===== src/logic/rfs_pkg.sv =====
// Shared constants, types and register layout of the regulator fault supervisor
package rfs_pkg;

    // ----------------------------------------------------------------
    // Clock and filter timing
    // ----------------------------------------------------------------
    localparam int CLK_MHZ        = 250;
    localparam int T_QUAL_US      = 1000;   // Overload qualification, 1 ms
    localparam int T_SYNC_US      = 3;      // Enable pin and supply rise
    localparam int T_OV_ENTRY_US  = 1;
    localparam int T_OV_EXIT_US   = 20;
    localparam int T_THERMAL_US   = 20;
    localparam int QUAL_CYC       = T_QUAL_US * CLK_MHZ;
    localparam int SYNC_CYC       = T_SYNC_US * CLK_MHZ;
    localparam int OV_ENTRY_CYC   = T_OV_ENTRY_US * CLK_MHZ;
    localparam int OV_EXIT_CYC    = T_OV_EXIT_US * CLK_MHZ;
    localparam int THERMAL_CYC    = T_THERMAL_US * CLK_MHZ;
    localparam int CNT_W          = 18;

    // ----------------------------------------------------------------
    // Register map (byte addresses) and reset values
    // ----------------------------------------------------------------
    localparam int          ADDR_W       = 8;
    localparam logic [7:0]  OFS_CTRL     = 8'h00;
    localparam logic [7:0]  OFS_GENERAL_OUT_CONTROL = 8'h04;
    localparam logic [7:0]  OFS_MASK     = 8'h08;
    localparam logic [7:0]  OFS_FLAGS    = 8'h0c;
    localparam logic [7:0]  OFS_STATUS   = 8'h10;
    localparam logic [8:0]  CTRL_RST     = 9'h000;
    localparam logic [6:0]  GPO_RST      = 7'h00;
    localparam logic [10:0] MASK_RST     = 11'h000;
    localparam logic [1:0]  RESP_OKAY    = 2'h0;
    localparam logic [1:0]  RESP_SLVERR  = 2'h2;

    // Flag bit positions
    localparam int FL_SHORT   = 0;   // 4 bits: buck0, buck1, lin0, lin1
    localparam int FL_BUCK_SUM = 4;  // 2 bits
    localparam int FL_LIN_SUM = 6;   // 2 bits
    localparam int FL_OV      = 8;
    localparam int FL_TS      = 9;
    localparam int FL_RESET   = 10;
    localparam int NFLAG      = 11;

    // General output control bit positions
    localparam int GO_A_OD    = 0;
    localparam int GO_A_LVL   = 1;
    localparam int GO_A_SEQ   = 2;
    localparam int GO_B_OD    = 3;
    localparam int GO_B_LVL   = 4;
    localparam int GO_B_SEQ   = 5;
    localparam int GO_PIN_SEL = 6;

    // Control bit positions
    localparam int CT_REQ     = 0;   // 4 bits
    localparam int CT_DIS     = 4;   // 4 bits
    localparam int CT_SWRST   = 8;

    // ----------------------------------------------------------------
    // Types
    // ----------------------------------------------------------------
    typedef logic [CNT_W-1:0] rfs_cnt_t;

    typedef enum logic [1:0] {
        RFS_SHUTDOWN,
        RFS_STANDBY,
        RFS_ACTIVE
    } rfs_mode_e;

    typedef struct packed {
        logic              awvalid;
        logic [ADDR_W-1:0] awaddr;
        logic              wvalid;
        logic [31:0]       wdata;
        logic [3:0]        wstrb;
        logic              bready;
        logic              arvalid;
        logic [ADDR_W-1:0] araddr;
        logic              rready;
    } rfs_axi_req_s;

    typedef struct packed {
        logic        awready;
        logic        wready;
        logic        bvalid;
        logic [1:0]  bresp;
        logic        arready;
        logic        rvalid;
        logic [31:0] rdata;
        logic [1:0]  rresp;
    } rfs_axi_rsp_s;

endpackage


===== src/logic/rfs_supervisor.sv =====
// Regulator fault supervisor with AXI4-Lite register access
//
// Decided for this implementation: the register addresses and the AXI4-Lite register port.
`timescale 1ns/10ps

module rfs_supervisor
    import rfs_pkg::*;
#(
    parameter int QUAL_CYCLES    = QUAL_CYC,
    parameter int OV_EXIT_CYCLES = OV_EXIT_CYC,
    parameter int THERMAL_CYCLES = THERMAL_CYC
) (
    input  wire logic         ref_clk,
    input  wire logic         rst,
    input  wire rfs_axi_req_s axi_req,
    output rfs_axi_rsp_s      axi_rsp,
    input  wire logic [3:0]   out_below_thr,   // Comparators, async
    input  wire logic         supply_ok_raw,   // Above lockout level
    input  wire logic         overvoltage_raw,
    input  wire logic         over_temp_raw,
    input  wire logic         enable_pin,
    input  wire logic         shared_pin_i,
    output logic [3:0]        reg_enable,      // Low means high impedance
    output logic [3:0]        discharge_en,
    output logic              general_out_a_o,
    output logic              general_out_a_oe,
    output logic              general_out_b_o,
    output logic              general_out_b_oe,
    output logic              external_clock_sel,
    output logic              irq_out_n
);

    // ----------------------------------------------------------------
    // State
    // ----------------------------------------------------------------
    typedef struct packed {
        logic [8:0]         sync1;     // Raw pin first stage
        logic [8:0]         sync2;
        logic               aw_v;
        logic [ADDR_W-1:0]  aw_a;
        logic               w_v;
        logic [31:0]        w_d;
        logic [3:0]         w_s;
        logic               bvalid;
        logic [1:0]         bresp;
        logic               rvalid;
        logic [1:0]         rresp;
        logic [31:0]        rdata;
        logic               boot_done;
        logic               swr;
        logic [8:0]         ctrl;
        logic [6:0]         general_out_a;
        logic [10:0]        mask;
        logic [NFLAG-1:0]   flags;
        logic               en_f;
        rfs_cnt_t           en_c;
        logic               sup_f;
        rfs_cnt_t           sup_c;
        logic               ov_f;
        rfs_cnt_t           ov_c;
        logic               ts_f;
        rfs_cnt_t           ts_c;
        logic [3:0]         low_f;
        rfs_cnt_t [3:0]     low_c;
        rfs_mode_e          mode;
        logic [3:0]         run;
        logic [3:0]         dis;
        logic               ga_o;
        logic               ga_oe;
        logic               gb_o;
        logic               gb_oe;
        logic               irq_n;
    } rfs_state_s;

    rfs_state_s s_q;
    rfs_state_s s_d;

    // ----------------------------------------------------------------
    // Filter helper
    // ----------------------------------------------------------------
    // Counter runs while the sample differs from the filtered level
    function automatic logic [CNT_W:0] filt(
        input logic     raw,
        input logic     cur,
        input rfs_cnt_t cnt,
        input rfs_cnt_t rise_n,
        input rfs_cnt_t fall_n
    );
        rfs_cnt_t lim;
        lim = raw ? rise_n : fall_n;
        if (raw == cur) begin
            filt = {cur, {CNT_W{1'b0}}};
        end else if (cnt + 1'b1 >= lim) begin
            filt = {raw, {CNT_W{1'b0}}};
        end else begin
            filt = {cur, cnt + 1'b1};
        end
    endfunction

    // Merge a written word into a register under byte strobes
    function automatic logic [31:0] merge(
        input logic [31:0] old,
        input logic [31:0] wd,
        input logic [3:0]  strb
    );
        logic [31:0] bm;
        bm = {{8{strb[3]}}, {8{strb[2]}}, {8{strb[1]}}, {8{strb[0]}}};
        merge = (old & ~bm) | (wd & bm);
    endfunction

    // ----------------------------------------------------------------
    // Next state
    // ----------------------------------------------------------------
    // Signals local to the combinational process
    logic [8:0]        smp;
    logic              do_wr;
    logic              reset_cond;
    logic              blocked;
    logic              ov_hold;
    logic [NFLAG-1:0]  fset;
    logic [NFLAG-1:0]  fclr;
    logic [31:0]       bm_wd;
    logic [31:0]       stat;
    logic              lvl_a;
    logic              lvl_b;
    logic [3:0]        fault_vec;

    always_comb begin
        s_d        = s_q;
        fset       = '0;
        fclr       = '0;
        bm_wd      = '0;
        stat       = '0;
        lvl_a      = 1'b0;
        lvl_b      = 1'b0;
        fault_vec  = '0;
        // Two-stage sync of every pin; only stage two is read below
        s_d.sync1  = {shared_pin_i, enable_pin, over_temp_raw,
                      overvoltage_raw, supply_ok_raw, out_below_thr};
        s_d.sync2  = s_q.sync1;
        smp        = s_q.sync2;
        s_d.swr    = 1'b0;

        {s_d.sup_f, s_d.sup_c} = filt(smp[4], s_q.sup_f, s_q.sup_c,
                                      rfs_cnt_t'(SYNC_CYC), rfs_cnt_t'(1));
        // enable pin synchronizing delay on both edges
        {s_d.en_f, s_d.en_c} = filt(smp[7], s_q.en_f, s_q.en_c,
                                    rfs_cnt_t'(SYNC_CYC),
                                    rfs_cnt_t'(SYNC_CYC));
        if (s_q.mode == RFS_SHUTDOWN) begin
            s_d.ov_f = 1'b0;
            s_d.ov_c = '0;
        end else begin
            {s_d.ov_f, s_d.ov_c} = filt(smp[5], s_q.ov_f, s_q.ov_c,
                                        rfs_cnt_t'(OV_ENTRY_CYC),
                                        rfs_cnt_t'(OV_EXIT_CYCLES));
        end
        {s_d.ts_f, s_d.ts_c} = filt(smp[6], s_q.ts_f, s_q.ts_c,
                                    rfs_cnt_t'(THERMAL_CYCLES),
                                    rfs_cnt_t'(THERMAL_CYCLES));
        // low output must persist while running for the full time
        for (int i = 0; i < 4; i++) begin
            {s_d.low_f[i], s_d.low_c[i]} =
                filt(smp[i] & s_q.run[i], s_q.low_f[i], s_q.low_c[i],
                     rfs_cnt_t'(QUAL_CYCLES), rfs_cnt_t'(1));
        end

        // qualified low output raises short and summary flags
        for (int i = 0; i < 4; i++) begin
            if (s_d.low_f[i] && !s_q.low_f[i]) begin
                fset[FL_SHORT + i] = 1'b1;
                if (i < 2) begin
                    fset[FL_BUCK_SUM + i] = 1'b1;
                end else begin
                    fset[FL_LIN_SUM + i - 2] = 1'b1;
                end
            end
        end
        // overvoltage flag set on every cycle the condition is live
        fset[FL_OV] = s_d.ov_f;
        // thermal flag set on every cycle the condition is live
        fset[FL_TS] = s_d.ts_f;

        // Write channel: address and data taken in either order
        if (axi_req.awvalid && !s_q.aw_v && !s_q.bvalid) begin
            s_d.aw_v = 1'b1;
            s_d.aw_a = axi_req.awaddr;
        end
        if (axi_req.wvalid && !s_q.w_v && !s_q.bvalid) begin
            s_d.w_v = 1'b1;
            s_d.w_d = axi_req.wdata;
            s_d.w_s = axi_req.wstrb;
        end
        do_wr = s_q.aw_v && s_q.w_v && !s_q.bvalid;
        if (do_wr) begin
            s_d.aw_v   = 1'b0;
            s_d.w_v    = 1'b0;
            s_d.bvalid = 1'b1;
            s_d.bresp  = RESP_OKAY;
            unique case (s_q.aw_a)
                OFS_CTRL: begin
                    s_d.ctrl = 9'(merge(32'(s_q.ctrl), s_q.w_d, s_q.w_s));
                    s_d.swr  = s_d.ctrl[CT_SWRST];
                    s_d.ctrl[CT_SWRST] = 1'b0;   // Self-clearing command
                end
                OFS_GENERAL_OUT_CONTROL: begin
                    s_d.general_out_a = 7'(merge(32'(s_q.general_out_a), s_q.w_d, s_q.w_s));
                end
                OFS_MASK: begin
                    s_d.mask = 11'(merge(32'(s_q.mask), s_q.w_d, s_q.w_s));
                end
                OFS_FLAGS: begin
                    bm_wd = merge(32'h0, s_q.w_d, s_q.w_s);
                    fclr  = bm_wd[NFLAG-1:0];
                end
                OFS_STATUS: begin
                    s_d.bresp = RESP_OKAY;       // Read-only, write ignored
                end
                default: begin
                    s_d.bresp = RESP_SLVERR;
                end
            endcase
        end
        if (s_q.bvalid && axi_req.bready) begin
            s_d.bvalid = 1'b0;
        end

        // overvoltage flag held while condition lasts
        // thermal flag held while still hot
        if (s_d.ov_f) begin
            fclr[FL_OV] = 1'b0;
        end
        if (s_d.ts_f) begin
            fclr[FL_TS] = 1'b0;
        end
        // A set in the same cycle as a clear wins
        s_d.flags = (s_q.flags & ~fclr) | fset;

        // lockout holds defaults; also soft reset and boot
        reset_cond = !s_q.boot_done || s_q.swr || !s_d.sup_f;
        if (reset_cond) begin
            s_d.boot_done = 1'b1;
            s_d.ctrl      = CTRL_RST;
            s_d.general_out_a       = GPO_RST;
            s_d.mask      = MASK_RST;
            s_d.flags     = '0;
            // reset event flagged when its default mask is clear
            s_d.flags[FL_RESET] = !MASK_RST[FL_RESET];
        end

        // enables refused while either fault is live or pending
        ov_hold = s_d.ov_f || s_d.flags[FL_OV];
        blocked = !s_d.sup_f || ov_hold || s_d.ts_f || s_d.flags[FL_TS];
        // a cleared short flag lets an enabled regulator restart
        for (int i = 0; i < 4; i++) begin
            s_d.run[i] = s_d.ctrl[CT_REQ + i] && s_d.en_f && !blocked
                         && !s_d.flags[FL_SHORT + i];
            fault_vec[i] = s_d.flags[FL_SHORT + i] || ov_hold
                           || s_d.flags[FL_TS];
        end
        // discharge all on lockout, else only on a fault-off with its bit set
        if (!s_d.sup_f) begin
            s_d.dis = 4'hf;
        end else begin
            s_d.dis = ~s_d.run & s_d.ctrl[CT_DIS +: 4] & fault_vec;
        end

        // Mode: thermal trip drops to standby as all regulators stop
        unique case (s_q.mode)
            RFS_SHUTDOWN: begin
                if (s_d.sup_f) begin
                    s_d.mode = RFS_STANDBY;
                end
            end
            RFS_STANDBY: begin
                if (!s_d.sup_f) begin
                    s_d.mode = RFS_SHUTDOWN;
                end else if (|s_d.run) begin
                    s_d.mode = RFS_ACTIVE;
                end
            end
            RFS_ACTIVE: begin
                if (!s_d.sup_f) begin
                    s_d.mode = RFS_SHUTDOWN;
                end else if (!(|s_d.run)) begin
                    s_d.mode = RFS_STANDBY;
                end
            end
            default: begin
                s_d.mode = RFS_SHUTDOWN;
            end
        endcase

        // optional gating by the enable pin sequence
        lvl_a = s_d.general_out_a[GO_A_LVL] && (!s_d.general_out_a[GO_A_SEQ] || s_d.en_f)
                && !ov_hold;
        lvl_b = s_d.general_out_a[GO_B_LVL] && (!s_d.general_out_a[GO_B_SEQ] || s_d.en_f)
                && !ov_hold;
        // open drain only pulls low, push-pull always drives
        s_d.ga_o  = s_d.general_out_a[GO_A_OD] ? 1'b0 : lvl_a;
        s_d.ga_oe = s_d.general_out_a[GO_A_OD] ? !lvl_a : 1'b1;
        // pin released when it serves as clock input
        if (s_d.general_out_a[GO_PIN_SEL]) begin
            s_d.gb_o  = 1'b0;
            s_d.gb_oe = 1'b0;
        end else begin
            s_d.gb_o  = s_d.general_out_a[GO_B_OD] ? 1'b0 : lvl_b;
            s_d.gb_oe = s_d.general_out_a[GO_B_OD] ? !lvl_b : 1'b1;
        end

        // irq low while any unmasked flag is set
        s_d.irq_n = !(|(s_d.flags & ~s_d.mask));

        // Read channel: data registered with rvalid
        stat[3:0]  = s_q.run;
        stat[4]    = s_q.ov_f;
        stat[5]    = s_q.ts_f;
        stat[6]    = s_q.sup_f;
        stat[7]    = s_q.en_f;
        stat[8]    = smp[8];
        stat[10:9] = s_q.mode;
        if (axi_req.arvalid && !s_q.rvalid) begin
            s_d.rvalid = 1'b1;
            s_d.rresp  = RESP_OKAY;
            unique case (axi_req.araddr)
                OFS_CTRL:     s_d.rdata = 32'(s_q.ctrl);
                OFS_GENERAL_OUT_CONTROL: s_d.rdata = 32'(s_q.general_out_a);
                OFS_MASK:     s_d.rdata = 32'(s_q.mask);
                OFS_FLAGS:    s_d.rdata = 32'(s_q.flags);
                OFS_STATUS:   s_d.rdata = stat;
                default: begin
                    s_d.rdata = '0;
                    s_d.rresp = RESP_SLVERR;
                end
            endcase
        end else if (s_q.rvalid && axi_req.rready) begin
            s_d.rvalid = 1'b0;
        end
    end

    // ----------------------------------------------------------------
    // State register
    // ----------------------------------------------------------------
    // Reset state leaves irq released until the first evaluated cycle
    always_ff @(posedge ref_clk or posedge rst) begin
        if (rst) begin
            s_q       <= '0;
            s_q.irq_n <= 1'b1;
            s_q.ga_oe <= 1'b1;
            s_q.gb_oe <= 1'b1;
        end else begin
            s_q <= s_d;
        end
    end

    // ----------------------------------------------------------------
    // Outputs
    // ----------------------------------------------------------------
    assign reg_enable         = s_q.run;
    assign discharge_en       = s_q.dis;
    assign general_out_a_o    = s_q.ga_o;
    assign general_out_a_oe   = s_q.ga_oe;
    assign general_out_b_o    = s_q.gb_o;
    assign general_out_b_oe   = s_q.gb_oe;
    assign external_clock_sel = s_q.general_out_a[GO_PIN_SEL];
    assign irq_out_n          = s_q.irq_n;

    // Handshake outputs
    assign axi_rsp.awready = !s_q.aw_v && !s_q.bvalid;
    assign axi_rsp.wready  = !s_q.w_v && !s_q.bvalid;
    assign axi_rsp.bvalid  = s_q.bvalid;
    assign axi_rsp.bresp   = s_q.bresp;
    assign axi_rsp.arready = !s_q.rvalid;
    assign axi_rsp.rvalid  = s_q.rvalid;
    assign axi_rsp.rdata   = s_q.rdata;
    assign axi_rsp.rresp   = s_q.rresp;

endmodule


===== config.mk =====
export PLATFORM = sky130hd
export DESIGN_NAME = rfs_supervisor
export DESIGN_NICKNAME = d
export VERILOG_FILES = /design/src/logic/rfs_pkg.sv /design/src/logic/rfs_supervisor.sv
export SDC_FILE = /design/constraint.sdc
export NUM_CORES = 1
export LEC_CHECK = 0
export BUFFER_PORTS_ARGS = -buffer_cell sky130_fd_sc_hd__buf_2
export CORE_MARGIN = 2
export CORE_UTILIZATION = 40
export CTS_CLUSTER_DIAMETER = 50
export CTS_CLUSTER_SIZE = 24
export DETAILED_ROUTE_END_ITERATION = 12
export HOLD_SLACK_MARGIN = 0.1
export PLACE_DENSITY = 0.54
export SLEW_MARGIN = 30
export SYNTH_ARGS = -nofsm -noshare
export SYNTH_HDL_FRONTEND = slang
export SYNTH_SLANG_ARGS = --single-unit

===== constraint.sdc =====
create_clock -name ref_clk -period 11.61 [get_ports ref_clk]
set_input_delay 3.483 -clock ref_clk [delete_from_list [all_inputs] [get_ports ref_clk]]
set_output_delay 3.483 -clock ref_clk [all_outputs]
set_load 0.02 [all_outputs]

Word level (Yosys, flattened, before mapping)
Index checks and enable logic that the tools add are counted.
{"block": "op_classes", "n_reduce_logical": 83, "muxes": 59, "order_cmp": 8, "n_eq_ne": 21, "add_sub_neg": 8, "bitwise_logic": 20}
{"op": "19-bit 2-to-1 mux", "count": 17}
{"op": "18-bit by 1-bit adder with 18-bit output, second input constant", "count": 8}
{"op": "18-bit >= comparator", "count": 4}
{"op": "18-bit 2-to-1 mux", "count": 4}
{"op": "11-bit case mux with 5 select lines", "count": 1}
{"op": "11-bit bitwise AND", "count": 4}
{"op": "38-bit 2-to-1 mux", "count": 1}
{"op": "37-bit 2-to-1 mux", "count": 1}
{"op": "11-bit 2-to-1 mux", "count": 3}
{"op": "11-bit inverter", "count": 3}
{"op": "8-bit by 4-bit == test with 1-bit output, second input constant", "count": 4}
{"op": "1-bit logical AND", "count": 31}
{"op": "28-bit 2-to-1 mux", "count": 1}
{"op": "1-bit zero test", "count": 21}
{"op": "10-bit 2-to-1 mux", "count": 2}
{"op": "18-bit by 10-bit >= comparator with 1-bit output", "count": 1}
{"op": "18-bit by 10-bit >= comparator with 1-bit output, second input constant", "count": 1}
{"op": "18-bit by 13-bit >= comparator with 1-bit output", "count": 1}
{"op": "18-bit by 13-bit >= comparator with 1-bit output, second input constant", "count": 1}
{"op": "8-bit by 3-bit == test with 1-bit output, second input constant", "count": 2}
{"op": "8-bit by 5-bit == test with 1-bit output, second input constant", "count": 2}
{"op": "8-bit zero test", "count": 2}
{"op": "1-bit logical OR", "count": 16}
{"op": "2-bit 2-to-1 mux", "count": 8}
{"op": "28 further kinds", "count": 60}
{"block": "totals", "output_inout_bits": 55, "register_bits": 309, "inputBits": 68, "wordCells": 239}

Longest topological paths before layout
Gate-level depths: netlist (run 1).
{"block": "logic_depth", "depth_word": 21, "depth_mapped": 17}

Least setup slack after synthesis (run 1)
OpenSTA, ideal clock, no wires.
{"block": "synth_path", "path_kind": "in2reg", "startpoint": "in axi_req[47] in the netlist's numbering", "endpoint": "reg s_q[245] in the netlist's numbering", "t_arrival_ns": 4.632, "path_stages": 5, "path_slack_ns": 6.853, "setup_time_ns": 0.125, "path_cell_list": "nor2b_1 nor2b_1 clkbuf_1 clkbuf_1 mux2_2"}
{"block": "synth_via", "elab_chain_cells": 2}
{"item": "from (decl)", "line": "rfs_supervisor.sv:15", "rtl": "input wire rfs_axi_req_s axi_req,"}
{"item": "1-bit logical AND (2 in a row)", "line": "rfs_supervisor.sv:189", "rtl": "if (axi_req.wvalid && !s_q.w_v && !s_q.bvalid) begin"}
{"item": "to (decl)", "line": "rfs_supervisor.sv:75", "rtl": "rfs_state_s s_q;"}
Every way passes these cells.
A chain may end at the register's enable or synchronous reset.

Worst setup path in the final report (run 1)
{"block": "layout_path", "startpoint": "in axi_req[6] in the netlist's numbering", "endpoint": "reg s_q, in the netlist axi_rsp[11]"}
{"block": "layout_via", "elab_chain_cells": 2}
{"item": "8-bit by 5-bit == test with 1-bit output, or another cell as far along", "line": "rfs_supervisor.sv:325", "rtl": "unique case (axi_req.araddr)"}
{"item": "11-bit case mux with 5 select lines (*)", "line": "rfs_supervisor.sv:325"}
Every way passes the cells marked *; elsewhere a longest branch is shown, timed or not.

==> results of run 1 <==
==> state kept, by name (all words and copies together) (netlist names), 4 cells and up <==
register      count
smp               9
discharge_en      4
s_d               9
reg_enable        4
s_q             215
axi_rsp          15
==> critical path, stage by stage <==
cell	delay [ps]
buf_2	100
nor4_1	530
and4b_1	720
nor3_1	90
nor2_1	340
a22o_1	200
==> power by group through the flow <==
| stage | clock network (uW) | logic, uW | registers [uW] |
|---|---|---|---|
| floorplan | 0 | 154 | 1030 |
| CTS | 1210 | 179 | 1040 |
| finish | 1180 | 176 | 1050 |
| detailed placement | 0 | 178 | 1060 |
| global route | 1250 | 198 | 1050 |
| global placement | 0 | 176 | 1060 |
==> final timing paths <==
path	start	endpoint	slack [ps]
max in group asynchronous	rst	s_q[137]$_DFF_PP0_	7140
worst min-delay path	s_d[293]$_DFF_PP0_	smp[2]$_DFF_PP0_	340
worst max register to register	s_q[129]$_DFF_PP0_	irq_out_n$_DFF_PP1_	6760
worst min register to register	s_d[293]$_DFF_PP0_	smp[2]$_DFF_PP0_	340
min in group asynchronous	rst	discharge_en[2]$_DFF_PP0_	3110
worst max-delay path	axi_req[6]	axi_rsp[11]$_DFFE_PP0P_	6590
==> area by class of cell <==
type | instances | area share
inverter | 41 | 0.0101
timing repair buffer | 85 | 0.0283
multi-input combinational | 1052 | 0.440
sequential | 262 | 0.405
tap | 461 | 0.0356
clock inverter | 26 | 0.0154
clock buffer | 46 | 0.0657
==> synthesized netlist by cell type, types with 4 or more instances <==
library cell	instances	area, um2
nand2_1	98	368
nor2b_1	51	319
nor4_1	18	113
or2_2	8	50.1
dfrtp_1	259	6480
a31oi_1	8	50.1
o211ai_1	7	52.6
mux2_2	26	293
xor2_1	58	508
xnor2_1	61	534
o21a_1	9	67.6
buf_2	14	70.1
nor3b_1	7	52.6
or3_1	11	68.8
nor4b_2	4	60.1
ha_1	57	713
and2_1	10	62.6
nand2b_1	13	81.3
a32oi_1	4	35.0
o21ai_0	44	220
a211oi_1	4	30.0
a22o_1	6	52.6
and3_1	38	238
a21oi_1	24	120
mux2i_1	37	370
nand3_1	58	290
a221oi_1	9	78.8
nand4_1	36	225
a21o_1	14	105
inv_1	39	146
nand3_2	4	40.0
nor3_1	32	160
clkbuf_1	29	109
o31ai_1	6	45.0
nand4b_1	4	35.0
a41oi_1	5	43.8
nor2_1	136	510
and4_1	11	96.3
o22ai_1	4	25.0
buf_4	46	345
==> layer usage <==
metal	wire length (um)	track usage
met4	629	0.0452
met3	1520	0.0356
met5	24	0
met1	15800	0.259
met2	13900	0.273
==> through the flow <==
step	hold slack (ps)	util	instances	area, um2
4_1_cts	346	0.459	1973	16200
3_5_place_dp	336	0.422	1901	14900
6_report	344	0.459	1973	16200
3_3_place_gp	335	0.421	1899	14900
5_1_grt	359	0.459	1973	16200
2_1_floorplan	331	-	1447	14400
==> cells by family (layout without fill, tap and decap cells) <==
group	Yosys count	count (layout)	synth area share
xor gates and xnor gates	119	119	0.0733
adders and majority gates	57	57	0.0502
muxes	65	65	0.0493
buffers and inverters	133	198	0.0503
AOI/OAI and AO/OA	194	194	0.0970
and+or+nand+nor	567	567	0.218
DFF	262	262	0.462
other	2	50	0.000528
==> impl_metrics.tcl, run 1 <==
set metrics [dict create \
    postSynth.asyncResetShare 1.00 \
    final_worst_path_setup_slack_ps 6590 \
    drt_first_pass_iters 5 \
    run_status "complete, no violations" \
    first_pass_grt_wire_length_um 53000 \
    synth_enable_flop_cells 0 \
    ctsHoldBuffers 0 \
    p_clk_frac 0.491 \
    grt_use_total 0.179 \
    tritoncts.num_buffers 40 \
    synth_ff_type "dfrtp_1" \
    worst-endpoint-required_ps 12070 \
    floorplan.die_area_um2 37100 \
    finalHoldViolCount 0 \
    grt_pass1_vias 10000 \
    synth_seq_cells 262 \
    grt-ovfl-total 0 \
    drcViolationCount 0 \
    die_width_um 193 \
    synthDistinctLibCells 97 \
    antenna_found_initial 2 \
    fin_total_pwr_uw 2400 \
    port_buffers 76 \
    detail_route.vias_per_cell 5.18 \
    net_switching_power_uw 651 \
    synthesis.area_um2 14200 \
    power.density_nw_per_um2 148 \
    holdCritPathClass "reg -> reg" \
    report.final.slew_viol_count 0 \
    seq_power_share 0.436 \
    cap_violations 0 \
    cts_max_path_buffers 3 \
    num_antenna_cells 0 \
    startpoint_type_of_the_worst_setup_path "primary input" \
    grt_max_degree 155 \
    floorplan.rows 69 \
    finish.net_count 1607 \
    average_wire_length_per_cell_after_detail_routing_um 16.1 \
    achievable-frequency_ghz 0.199 \
    worstHoldPathCells 0 \
    sort_of_element_at_the_end_of_the_critical_path "flop" \
    fillerInstances 3396 \
    yosysSeqAreaShare 0.462 \
    static-leakage-power_uw 0.00720 \
    post_cts.repair.setup_buffers 0 \
    antenna_left 0 \
    most-common-layout-cells "dfrtp_1, nor2_1, nand2_1" \
    preCtsSetupSlack_ps 6150 \
    sw_frac_of_total 0.272 \
    routed_wl_um 31800 \
    internal_power_uw 1750 \
    worstPathArrival_ps 5480 \
    start_util 0.403 \
    most_frequent_standard_cell_in_the_layout_excluding_fill_and_tap_cells "dfrtp_1" \
    root_buffer "clkbuf_16" \
    period_share 0.432 \
    synth_area_per_cell_um2 10.2 \
    seq_area_um2 6560 \
    cts_resized 0 \
    final.setup_skew_ps 32.7 \
    vdd_drop_max_v 0.000149 \
    synthesis.instances 1399 \
    slew_headroom 0.414 \
    crit_fanout 12 \
    reg2reg_depth 16 \
    die_y_um 193 \
    worst_slew_pin_slew_ps 879 \
    synth_warnings 0 \
    comb_power_share 0.073 \
    multiInputGateArea_um2 7130 \
    tritoncts "yes" \
    drt-initial-drc-count 461 \
    area.growth.synth_to_final_pct 14.0 \
    unrepaired_setup_endpoints_after_global_routing "no" \
    io_pins 123 \
    post_route_cells_drive_above_1_share 0.149 \
    timing.setup.critical_path_class "in -> reg" \
    setup_viol 0 \
    setup_total_neg_slack_ps 0 \
    clock_sinks 262 \
    core_area_um2 35300 \
    fin_crit_ps 5020 \
    routabilityCongestion 0.808 \
    cts-htree-levels 2 \
    place.detailed.hpwl_um 22200 \
    dr_vias 10200 \
    clkSlewWorstSetupHoldPaths_ps 60 \
    clock_insertion_delay_worst_skew_ps 540 \
]
No activity file was read; power rests on OpenSTA's default activity.
==> run 2: changes to the inputs <==
Settings changed: PLACE_DENSITY 0.54 to 0.56.
Clock period 11.61 ns to 4.05 ns, I/O delays scaled along.
==> run 2 against run 1 <==
Compared with the run above: combinational power rose to 2.9 times the previous value; clock power grew to 2.6 times the previous value; routed wire length is 0.63% higher; clock skew is 6.7 ps lower; design area is 0.73% higher; worst hold slack better by 1.3 ps.
==> impl_metrics.tcl, run 2 (synthesis gave the netlist of run 1 again) <==
set metrics [dict create \
    dpl.cell_count 1929 \
    die_y_um 193 \
    floorplan.rows 69 \
    cap_violations 0 \
    detail_route.vias_per_cell 5.23 \
    routabilityCongestion 0.858 \
    drt-initial-drc-count 549 \
    grt_max_degree 124 \
    final.setup_skew_ps 26.0 \
    grt-ovfl-total 0 \
    fin_cells 1992 \
    worstPathArrival_ps 4160 \
    setup_total_neg_slack_ps 0 \
    cts_max_path_buffers 3 \
    ctsHoldBuffers 0 \
    port_buffers 76 \
    most-common-layout-cells "dfrtp_1, nor2_1, nand2_1" \
    tritoncts.num_buffers 34 \
    worst_slew_pin_slew_ps 728 \
    fin_crit_ps 3720 \
    startpoint_type_of_the_worst_setup_path "flop" \
    finish.net_count 1631 \
    drt_first_pass_iters 6 \
    grt_pass1_vias 10100 \
    fin_total_pwr_uw 6570 \
    area.growth.synth_to_final_pct 14.8 \
    average_wire_length_per_cell_after_detail_routing_um 16.1 \
    achievable-frequency_ghz 0.269 \
    start_util 0.403 \
    max_flop_register "s_q" \
    timing.setup.critical_path_class "reg -> reg" \
    routed_wl_um 32000 \
    clock_insertion_delay_worst_skew_ps 540 \
    whs_ps 346 \
    period_share 0.919 \
    clock_sinks 262 \
    vdd_drop_max_v 0.000424 \
    static-leakage-power_uw 0.00728 \
    largest_reg_flops 215 \
    antenna_found_initial 1 \
    crit_fanout 6 \
    dr_vias 10400 \
    num_antenna_cells 0 \
    tritoncts "yes" \
    holdCritPathClass "reg -> reg" \
    unrepaired_setup_endpoints_after_global_routing "no" \
    place.detailed.hpwl_um 23000 \
    root_buffer "clkbuf_16" \
    cts-htree-levels 2 \
    first_pass_grt_wire_length_um 53000 \
    finalHoldViolCount 0 \
    fillerInstances 3330 \
    power.density_nw_per_um2 402 \
    most_frequent_standard_cell_in_the_layout_excluding_fill_and_tap_cells "dfrtp_1" \
    antenna_left 0 \
    drcViolationCount 0 \
    setup_viol 0 \
    grt_use_total 0.181 \
    run_status "complete, no violations" \
    slew_headroom 0.513 \
    io_pins 123 \
    post_route_cells_drive_above_1_share 0.163 \
    sort_of_element_at_the_end_of_the_critical_path "flop" \
    worst-endpoint-required_ps 4490 \
    die_width_um 193 \
    report.final.slew_viol_count 0 \
    floorplan.die_area_um2 37100 \
    core_area_um2 35300 \
    clkSlewWorstSetupHoldPaths_ps 60 \
]
run 2: critical path, stage by stage (launching register included):
cell and delay, ps:
dfrtp_1 430, ha_1 210, nand3_1 100, or3_1 420
inv_1 90, nand2_1 60, xnor2_1 210, ha_1 320
o311a_1 160, nor4_2 300, nor3b_1 270, o21ai_1 180
a22o_1 270, a211o_1 320, nor4b_2 290
run 2: report_power, final:
part           switching, uW  internal [uW]  leakage, uW  total (uW)
logic                    287            230      0.00326         517
registers                208           2780      0.00346        2990
clock network           1210           1860     0.000558        3060
total                   1700           4860      0.00728        6570
run 2: layer usage:
metal	track usage	vias up	wire length, um
met4	0.0587	2	722
met2	0.276	218	14100
met3	0.0355	48	1790
met5	0	-	11
li1	-	5102	-
met1	0.258	5043	15400
run 2: layout make-up:
type / instances / area [um2] / share of cell area
clock buffers: 40 / 925 / 0.0567
clock inverters: 21 / 231 / 0.0142
inverters: 41 / 160 / 0.00982
multi-input cells: 1052 / 7150 / 0.438
flip-flops and latches: 262 / 6560 / 0.402
well taps: 461 / 577 / 0.0354
repair buffers: 115 / 711 / 0.0436
run 2: path summary, 6_finish.rpt:
check	slack, ps	to	cells past startpoint	startpoint
worst max register to register	330	irq_out_n$_DFF_PP1_	14	s_q[69]$_DFF_PP0_
max in group asynchronous	2530	s_q[71]$_DFF_PP0_	3	rst
min in group asynchronous	880	s_q[53]$_DFF_PP0_	3	rst
worst max-delay path	330	irq_out_n$_DFF_PP1_	14	s_q[69]$_DFF_PP0_
worst min register to register	350	smp[5]$_DFF_PP0_	0	s_d[296]$_DFF_PP0_
worst min-delay path	350	smp[5]$_DFF_PP0_	0	s_d[296]$_DFF_PP0_
run 2: timing repair:
action                     in CTS  in global routing
setup endpoints to repair       0                  4
resized for setup               0                  8
setup buffers                   0                  2
run 2: through the flow:
step                worst slack, ps  cell area, um2  utilization
global route                   13.6           16300        0.462
detailed placement              164           15100        0.428
finish                          326           16300        0.462
floorplan                      -618           14400            -
global placement                248           15100        0.428
CTS                             133           16300        0.461
